File: config.mk
export PLATFORM = sky130hd
export DESIGN_NAME = amch_top
export DESIGN_NICKNAME = d
export VERILOG_FILES = /design/src/hdl/amch_pkg.sv /design/src/hdl/amch_seg_store.sv /design/src/hdl/amch_top.sv
export SDC_FILE = /design/constraint.sdc
export NUM_CORES = 2
export LEC_CHECK = 0
export BUFFER_PORTS_ARGS = -buffer_cell sky130_fd_sc_hd__buf_2
export CAP_MARGIN = 10
export CORE_MARGIN = 1
export CORE_UTILIZATION = 55
export CTS_BUF_LIST = sky130_fd_sc_hd__clkbuf_4 sky130_fd_sc_hd__clkbuf_8
export CTS_CLUSTER_SIZE = 16
export DETAILED_ROUTE_END_ITERATION = 8
export HOLD_SLACK_MARGIN = 0.06
export PLACE_DENSITY = 0.71
export SYNTH_ARGS = -nofsm -noshare
export SYNTH_HDL_FRONTEND = slang
export SYNTH_SLANG_ARGS = --single-unit
File: constraint.sdc
create_clock -name core_clk_i -period 4.4 [get_ports core_clk_i]
set_input_delay 0.88 -clock core_clk_i [delete_from_list [all_inputs] [get_ports core_clk_i]]
set_output_delay 0.88 -clock core_clk_i [all_outputs]
set_load 0.05 [all_outputs]
File: src/hdl/amch_pkg.sv
// shared constants and types of the assembled move command handshake
package amch_pkg;

  // register port geometry
  localparam int ADDR_W    = 5;
  localparam int DATA_W    = 16;
  localparam int CMD_WORDS = 10;

  // register map: command words sit at their word number, status above them
  localparam logic [ADDR_W-1:0] ADDR_CMD_LAST = 5'h09;
  localparam logic [ADDR_W-1:0] ADDR_STATUS0  = 5'h10;
  localparam logic [ADDR_W-1:0] ADDR_ENC_UP   = 5'h11;
  localparam logic [ADDR_W-1:0] ADDR_ENC_LO   = 5'h12;
  localparam logic [ADDR_W-1:0] ADDR_SEG_CNT  = 5'h13;

  // command block word numbers
  localparam int W_CTRL   = 0;
  localparam int W_OPT    = 1;
  localparam int W_POS_UP = 2;
  localparam int W_POS_LO = 3;
  localparam int W_SPD_UP = 4;
  localparam int W_SPD_LO = 5;
  localparam int W_ACC    = 6;
  localparam int W_DEC    = 7;
  localparam int W_AUX    = 9;

  // command word 0 codes
  localparam logic [DATA_W-1:0] CODE_RUN        = 16'h2000;
  localparam logic [DATA_W-1:0] CODE_ENC_PRESET = 16'h4000;
  localparam logic [DATA_W-1:0] CODE_FIRST      = 16'h0800;
  localparam logic [DATA_W-1:0] CODE_POS_PRESET = 16'h0200;
  localparam logic [DATA_W-1:0] CODE_RESET_ERR  = 16'h0400;

  // command bit positions
  localparam int BIT_SEG_STROBE = 12;
  localparam int BIT_DWELL_SEL  = 9;
  localparam int BIT_REVERSE    = 4;

  // status word 0 bit positions
  localparam int ST_CMD_ERR  = 12;
  localparam int ST_SEG_WAIT = 9;
  localparam int ST_IN_ASSY  = 8;
  localparam int ST_MOVE_CMP = 7;

  // segment storage
  localparam int MAX_SEGS  = 16;
  localparam int SEG_IDX_W = 4;
  localparam int SEG_CNT_W = 5;
  localparam int POS_W     = 24;
  localparam int SPD_W     = 22;
  localparam int RATE_W    = 13;
  localparam int SEG_W     = POS_W + SPD_W + 3 * RATE_W;
  localparam int ENC_W     = 32;
  localparam logic [SEG_CNT_W-1:0] SEG_MAX_CNT = 5'h10;
  localparam logic [SEG_CNT_W-1:0] SEG_ONE     = 5'h01;

  // profile loading handshake states
  typedef enum logic [2:0] {
    AMCH_IDLE     = 3'b001,
    AMCH_WAIT_SEG = 3'b010,
    AMCH_WAIT_CLR = 3'b100
  } amch_load_t;

endpackage

File: src/hdl/amch_seg_store.sv
// segment memory of the assembled profile with a registered read port
module amch_seg_store import amch_pkg::*; (
  input  wire logic                 core_clk_i,
  input  wire logic                 nrst_i,
  input  wire logic                 wr_en_i,
  input  wire logic [SEG_IDX_W-1:0] wr_idx_i,
  input  wire logic [SEG_W-1:0]     wr_data_i,
  input  wire logic [SEG_IDX_W-1:0] rd_idx_i,
  output logic      [SEG_W-1:0]     rd_data_o
);

  logic [SEG_W-1:0] mem [MAX_SEGS];

  // no reset on the array: entries past the stored count are never trusted
  always_ff @(posedge core_clk_i) begin
    if (wr_en_i) begin
      mem[wr_idx_i] <= wr_data_i;
    end
  end

  // read data lands one cycle after the index
  always_ff @(posedge core_clk_i or negedge nrst_i) begin
    if (!nrst_i) begin
      rd_data_o <= '0;
    end else begin
      rd_data_o <= mem[rd_idx_i];
    end
  end

endmodule

File: src/hdl/amch_top.sv
// command block decoder and segment loading handshake of the stepper indexer
//
// Implementation choices: strobed register access and the placing of the registers.

// Notes on behaviour
// - run code starts the stored profile
// - option bit 9 picks blended or dwell
// - option bit 4 gives blended direction inversion
// - dwell uses word 9 pause; blended ignores
// - unused command words are simply ignored
// - encoder preset loads counter from words 2,3
// - first block code enters loading mode
// - first block sets status bits 8 and 9
// - segment words 2,3 hold relative position
// - segment words 4,5 hold speed
// - words 6,7,9 hold accel, decel, jerk
// - bit 12 stores segment, clears bit 9
// - bit 12 low sets bit 9 again
// - at most sixteen segments are stored
// - same block format for blend and dwell
// - bit 9 segment ready, bit 8 loading
// - bit 7 move complete, cleared by commands
module amch_top import amch_pkg::*; (
  input  wire logic                 core_clk_i,
  input  wire logic                 nrst_i,
  input  wire logic [ADDR_W-1:0]    bus_addr_i,
  input  wire logic [DATA_W-1:0]    bus_wdata_i,
  input  wire logic                 bus_wr_i,
  input  wire logic                 bus_rd_i,
  output logic      [DATA_W-1:0]    bus_rdata_o,
  input  wire logic                 profile_done_i,
  input  wire logic                 enc_inc_i,
  input  wire logic                 enc_dec_i,
  input  wire logic [SEG_IDX_W-1:0] seg_rd_idx_i,
  output logic                      run_start_o,
  output logic                      run_dwell_o,
  output logic                      run_reverse_o,
  output logic      [DATA_W-1:0]    run_dwell_ms_o,
  output logic      [SEG_CNT_W-1:0] run_seg_count_o,
  output logic      [POS_W-1:0]     seg_pos_o,
  output logic      [SPD_W-1:0]     seg_speed_o,
  output logic      [RATE_W-1:0]    seg_accel_o,
  output logic      [RATE_W-1:0]    seg_decel_o,
  output logic      [RATE_W-1:0]    seg_jerk_o,
  output logic                      loading_o,
  output logic                      seg_wait_o,
  output logic                      move_cmp_o,
  output logic                      cmd_err_o,
  output logic      [ENC_W-1:0]     enc_pos_o
);

  logic [DATA_W-1:0]    cmd_word [CMD_WORDS];
  logic [DATA_W-1:0]    ctrl_prev;
  amch_load_t           load_state;
  amch_load_t           next_state;
  logic [SEG_CNT_W-1:0] seg_count;
  logic [SEG_W-1:0]     seg_rd_data;

  // command words are plain storage; the host may leave stale values in them
  for (genvar gi = 0; gi < CMD_WORDS; gi++) begin : g_cmd
    always_ff @(posedge core_clk_i or negedge nrst_i) begin
      if (!nrst_i) begin
        cmd_word[gi] <= '0;
      end else if (bus_wr_i && (bus_addr_i == ADDR_W'(gi))) begin
        cmd_word[gi] <= bus_wdata_i;
      end
    end
  end

  // command decode: a code acts once, on the cycle it first appears in word 0
  wire [DATA_W-1:0] ctrl        = cmd_word[W_CTRL];
  wire              run_edge    = (ctrl == CODE_RUN) && (ctrl_prev != CODE_RUN);
  wire              enc_edge    = (ctrl == CODE_ENC_PRESET)
                                  && (ctrl_prev != CODE_ENC_PRESET);
  wire              first_edge  = (ctrl == CODE_FIRST) && (ctrl_prev != CODE_FIRST);
  wire              pos_edge    = (ctrl == CODE_POS_PRESET) && (ctrl_prev != CODE_POS_PRESET);
  wire              rst_edge    = (ctrl == CODE_RESET_ERR) && (ctrl_prev != CODE_RESET_ERR);
  wire              dwell_sel   = cmd_word[W_OPT][BIT_DWELL_SEL];
  wire              rev_sel     = cmd_word[W_OPT][BIT_REVERSE];
  wire [DATA_W-1:0] aux_word    = cmd_word[W_AUX];
  wire [ENC_W-1:0]  preset_val  = {cmd_word[W_POS_UP], cmd_word[W_POS_LO]};

  // segment handshake terms; only bit 12 is looked at, so a missing bit 11 is tolerated
  wire seg_strobe  = ctrl[BIT_SEG_STROBE];
  wire seg_room    = seg_count < SEG_MAX_CNT;
  wire seg_take    = (load_state == AMCH_WAIT_SEG) && seg_strobe;
  wire seg_store   = seg_take && seg_room;
  wire seg_reject  = seg_take && !seg_room;
  wire seg_release = (load_state == AMCH_WAIT_CLR) && !seg_strobe;

  // segment fields, binary upper/lower join; word 8 and upper bits are never read
  wire [ENC_W-1:0]  pos_full  = {cmd_word[W_POS_UP], cmd_word[W_POS_LO]};
  wire [ENC_W-1:0]  spd_full  = {cmd_word[W_SPD_UP], cmd_word[W_SPD_LO]};
  wire [SEG_W-1:0]  seg_word  = {pos_full[POS_W-1:0],
                                 spd_full[SPD_W-1:0],
                                 cmd_word[W_ACC][RATE_W-1:0],
                                 cmd_word[W_DEC][RATE_W-1:0],
                                 cmd_word[W_AUX][RATE_W-1:0]};

  // moves and presets clear move complete; a finishing move in the same cycle wins
  wire cmp_clear = run_edge || enc_edge || pos_edge || rst_edge;

  // status word 0 as software reads it
  wire [DATA_W-1:0] status0 = (DATA_W'(cmd_err_o)  << ST_CMD_ERR)
                            | (DATA_W'(seg_wait_o) << ST_SEG_WAIT)
                            | (DATA_W'(loading_o)  << ST_IN_ASSY)
                            | (DATA_W'(move_cmp_o) << ST_MOVE_CMP);

  // read mux; unmapped addresses answer zero
  wire              addr_cmd = bus_addr_i <= ADDR_CMD_LAST;
  wire [DATA_W-1:0] cmd_rd   = addr_cmd ? cmd_word[bus_addr_i[SEG_IDX_W-1:0]] : '0;
  wire [DATA_W-1:0] rd_mux   = addr_cmd                       ? cmd_rd :
                               (bus_addr_i == ADDR_STATUS0)   ? status0 :
                               (bus_addr_i == ADDR_ENC_UP)    ? enc_pos_o[ENC_W-1:DATA_W] :
                               (bus_addr_i == ADDR_ENC_LO)    ? enc_pos_o[DATA_W-1:0] :
                               (bus_addr_i == ADDR_SEG_CNT)   ? DATA_W'(seg_count) :
                                                                '0;

  // loading handshake next state; a new first block restarts the load
  always_comb begin
    next_state = load_state;
    unique case (load_state)
      AMCH_IDLE: begin
        if (first_edge) begin
          next_state = AMCH_WAIT_SEG;
        end
      end
      AMCH_WAIT_SEG: begin
        if (first_edge) begin
          next_state = AMCH_WAIT_SEG;
        end else if (run_edge) begin
          next_state = AMCH_IDLE;
        end else if (seg_take) begin
          next_state = AMCH_WAIT_CLR;
        end
      end
      AMCH_WAIT_CLR: begin
        if (first_edge) begin
          next_state = AMCH_WAIT_SEG;
        end else if (run_edge) begin
          next_state = AMCH_IDLE;
        end else if (seg_release) begin
          next_state = AMCH_WAIT_SEG;
        end
      end
      default: begin
        next_state = AMCH_IDLE;
      end
    endcase
  end

  // state and its status bits move together so software never sees them disagree
  always_ff @(posedge core_clk_i or negedge nrst_i) begin
    if (!nrst_i) begin
      load_state <= AMCH_IDLE;
      loading_o  <= 1'b0;
      seg_wait_o <= 1'b0;
      ctrl_prev  <= '0;
    end else begin
      load_state <= next_state;
      loading_o  <= next_state != AMCH_IDLE;
      seg_wait_o <= next_state == AMCH_WAIT_SEG;
      ctrl_prev  <= ctrl;
    end
  end

  // segment counter; a rejected block still walks the handshake so the host is not stuck
  always_ff @(posedge core_clk_i or negedge nrst_i) begin
    if (!nrst_i) begin
      seg_count <= '0;
    end else if (first_edge) begin
      seg_count <= '0;
    end else if (seg_store) begin
      seg_count <= seg_count + SEG_ONE;
    end
  end

  // sticky flags: the set term is or-ed outside the clear term so it beats a clear in the same cycle
  always_ff @(posedge core_clk_i or negedge nrst_i) begin
    if (!nrst_i) begin
      cmd_err_o  <= 1'b0;
      move_cmp_o <= 1'b0;
    end else begin
      cmd_err_o  <= seg_reject || (cmd_err_o && !rst_edge);
      move_cmp_o <= profile_done_i || (move_cmp_o && !cmp_clear);
    end
  end

  // run command: options are caught once, so later edits of word 1 or 9 do nothing
  always_ff @(posedge core_clk_i or negedge nrst_i) begin
    if (!nrst_i) begin
      run_start_o     <= 1'b0;
      run_dwell_o     <= 1'b0;
      run_reverse_o   <= 1'b0;
      run_dwell_ms_o  <= '0;
      run_seg_count_o <= '0;
    end else begin
      run_start_o <= run_edge;
      if (run_edge) begin
        run_dwell_o     <= dwell_sel;
        run_reverse_o   <= !dwell_sel && rev_sel;
        run_dwell_ms_o  <= dwell_sel ? aux_word : '0;
        run_seg_count_o <= seg_count;
      end
    end
  end

  // encoder position counter; the preset outranks counting in the same cycle
  always_ff @(posedge core_clk_i or negedge nrst_i) begin
    if (!nrst_i) begin
      enc_pos_o <= '0;
    end else if (enc_edge) begin
      enc_pos_o <= preset_val;
    end else if (enc_inc_i && !enc_dec_i) begin
      enc_pos_o <= enc_pos_o + ENC_W'(1);
    end else if (enc_dec_i && !enc_inc_i) begin
      enc_pos_o <= enc_pos_o - ENC_W'(1);
    end
  end

  // read data stands only in the cycle after the strobe
  always_ff @(posedge core_clk_i or negedge nrst_i) begin
    if (!nrst_i) begin
      bus_rdata_o <= '0;
    end else begin
      bus_rdata_o <= bus_rd_i ? rd_mux : '0;
    end
  end

  amch_seg_store u_store (
    .core_clk_i (core_clk_i),
    .nrst_i     (nrst_i),
    .wr_en_i    (seg_store),
    .wr_idx_i   (seg_count[SEG_IDX_W-1:0]),
    .wr_data_i  (seg_word),
    .rd_idx_i   (seg_rd_idx_i),
    .rd_data_o  (seg_rd_data)
  );

  // unpack the stored segment for the motion engine
  assign seg_pos_o   = seg_rd_data[SEG_W-1 -: POS_W];
  assign seg_speed_o = seg_rd_data[3*RATE_W +: SPD_W];
  assign seg_accel_o = seg_rd_data[2*RATE_W +: RATE_W];
  assign seg_decel_o = seg_rd_data[RATE_W +: RATE_W];
  assign seg_jerk_o  = seg_rd_data[RATE_W-1:0];
endmodule

==> impl_metrics.yaml <==
run_status:
  status: "complete, no violations"
global_route:
  grt_pass1_wl_mm: 240.4
  grt_usage: 0.2762
  grt.busiest_layer: "met2"
  grt_use_met3: 0.06171
  grt_max_degree: 86
  grt_use_met1: 0.3854
  first_global_vias: 35370
  antenna_found_initial: 24
  grt_overflow: 0
  grt_util_met2: 0.4418
worst_setup_path:
  worstPathArrival_ns: 3.98
  crit_family: "simple AND/OR/NAND/NOR gates"
  crit_required_ns: 4.97
  path_cells: "nor4bb_1 > buf_4 > nor2b_1 > nor3b_1 > and2_4 > buf_12"
  crit_buf_inv: 2
  worst-setup-path-type: "flop to flop"
  cp-start-kind: "flop"
  r2r_slack_ns: 0.98
  critical_path.slowest_cell: "and2_4"
  critPathMaxStageDelay_ns: 0.59
  endpoint_kind: "flop"
  worstPathMaxFanout: 33
clock_tree:
  cts_tree: "built"
  htreeDepth: 5
  cts_setup_buffers: 0
  cts_made_buffers: 288
  cts_buffer_depth: 4
  insertion_delay_ns: 0.97
  cts.repair.resized: 0
  clkTransAtPathRegs_ns: 0.06
  clock-sinks: 1705
  cts-root-buf: "clkbuf_8"
  cts_hold_buf: 2
synth:
  syn_area_um2: 66440
  synth.top_cells.by_count: "1360 x edfxtp_1, 457 x mux4_2, 344 x dfrtp_1"
  ys_ff_latch: 1705
  ys_seq_area_frac: 0.7446
  yosys.area.top_type: "edfxtp_1"
  syn_nets: 3221
  ys_types: 74
  synth_most_common_cell: "edfxtp_1"
  synth_edf_count: 1360
  synth_ff_type: "edfxtp_1"
  ys_top_cells_by_area: "edfxtp_1 61%, mux4_2 15%, dfrtp_1 13%"
  synth.avg_cell_area_um2: 21.09
  ys_async_sr_fraction: 0.2023
  synth_top_area_frac: 0.6146
  ys.warnings.count: 0
  netlist_instances: 3151
drt:
  viasPerCell: 6.311
  wirelength_mm: 165.4
  drtIter0Drc: 3755
  drt-pass1-iter-count: 9
  post_drt_wl_per_cell_um: 30.61
  vias: 34090
  ant_nets: 0
  drc: 0
timing:
  hold_violations: 0
  fin_crit_sh: 0.7765
  fin_tns_setup_ns: 0
  tightest_slew_ns: 1.182
  worst_slack_ns: 0.9834
  layout_min_cycle_time_ns: 3.417
  setup_viol: 0
  fin_skew_ns: 0.07023
  rsz0062_at_grt: "false"
  finalMaxSlewViolations: 0
  whs_ns: 0.2685
  max_slew_margin: 0.2008
  max_freq_ghz: 0.2927
power:
  power_density_nw_per_um2: 508.7
  seqPwrFrac: 0.518
  p_leak_nw: 26.81
  power_switching_share: 0.2696
  p_clk_frac: 0.357
  max-vdd-ir-drop_mv: 0.4803
  internal_power_mw: 28.25
  switching_power_mw: 10.43
  combPwrFrac: 0.125
cells_and_area:
  final_layout_size_suffix_gt1_frac: 0.3797
  nets: 3652
  area_growth_pct: 14.42
  finalInstanceArea_um2: 76020
floorplanning:
  io_pins: 193
  die-area_um2: 122200
  rows: 127
  initial_core_util: 0.5546
  core_area_um2: 119800
  die_h_um: 349.6
  die_w_um: 349.6
place:
  place_area_um2: 70380
  dp_slack_ns: 0.5377
  portBuffers: 192
  dp_hpwl_mm: 99.75
  gp_congestion: 0.9226
job:
  drv_cap: 0
hold_path:
  hold_path.class: "primary input to flop"
[path summary, 6_finish.rpt]
check	start	to	cells after the start
worst max-delay path	load_state[1]$_DFF_PN0_	u_store.mem[3][58]$_DFFE_PP_	6
worst min-delay path	bus_rd_i	bus_rdata_o[8]$_DFF_PN0_	2
worst max register to register	load_state[1]$_DFF_PN0_	u_store.mem[3][58]$_DFFE_PP_	6
worst min register to register	ctrl[3]$_DFFE_PN0P_	ctrl_prev[3]$_DFF_PN0_	0
max in group asynchronous	nrst_i	run_dwell_ms_o[11]$_DFFE_PN0P_	3
min in group asynchronous	nrst_i	u_store.rd_data_o[28]$_DFF_PN0_	2
[metal layers]
| metal | part of all wire | vias to the layer above |
|---|---|---|
| met1 | 0.40 | 18290 |
| met3 | 0.077 | 259 |
| met2 | 0.50 | 1619 |
| met4 | 0.022 | 26 |
| li1 | - | 13900 |
| met5 | 0.00097 | - |
[power groups by stage]
| stage | Sequential (mW) | Combinational, mW | Clock (mW) |
|---|---|---|---|
| floorplan | 20.5 | 2.70 | 0 |
| global placement | 20.2 | 4.78 | 0 |
| detailed placement | 20.3 | 4.82 | 0 |
| CTS | 20.0 | 4.84 | 14.0 |
| global route | 20.1 | 5.17 | 14.7 |
| finish | 20.0 | 4.85 | 13.8 |
[kinds of logic (layout without fill, tap and decap cells)]
group | Yosys count | after routing | share of synthesized area
buf+inv | 188 | 824 | 0.01181
mux | 643 | 643 | 0.1861
xor+xnor | 24 | 24 | 0.003164
other cells | 0 | 3 | 0
compound gates | 221 | 221 | 0.02269
flops | 1705 | 1705 | 0.7446
simple gates | 332 | 332 | 0.02435
fa+ha+maj | 38 | 38 | 0.007269
[cell usage in the layout, fill, tap and decap left out, drive strengths merged, types with 6 or more instances in the layout]
cell type	instances
edfxtp	1360
mux4	457
clkbuf	424
dfrtp	344
buf	312
mux2	170
nand2	116
nor2	71
clkinv	54
o21ai	52
a21oi	48
ha	37
nand3	32
and2	28
inv	19
a31oi	18
xnor2	17
a222oi	16
mux2i	16
a21o	15
and3	13
a22oi	11
nand4	11
or3	11
nor3	9
nor2b	9
clkinvlp	8
nor4	7
xor2	7
o22ai	6
o21a	6
o21bai	6
o211ai	6
[registers in the layout, indices dropped and copies added, names as in the netlist, 3 cells and up]
name / count
aux_word: 16
bus_rdata_o: 16
cmd_word: 128
ctrl: 16
ctrl_prev: 16
enc_pos_o: 32
load_state: 3
run_dwell_ms_o: 16
run_seg_count_o: 5
seg_count: 5
u_store.mem: 1360
u_store.rd_data_o: 85
[metrics by stage]
stage / power, mW / cells / util
2_1_floorplan: 23.15 / 3151 / -
4_1_cts: 38.88 / 5399 / 0.6345
3_5_place_dp: 25.16 / 4902 / 0.5874
3_3_place_gp: 25.02 / 4902 / 0.5874
6_report: 38.67 / 5402 / 0.6345
5_1_grt: 40.03 / 5402 / 0.6345
[area by class of cell]
type	count	area [µm²]
Clock inverter	71	469.2
Multi-Input combinational cell	1258	16270
Clock buffer	424	5147
Tap cell	1612	2017
Timing Repair Buffer	314	2586
Antenna cell	3	7.507
Inverter	15	56.30
Sequential cell	1705	49470
Fill cell	8018	43790
Power figures use the tool's default switching activity.
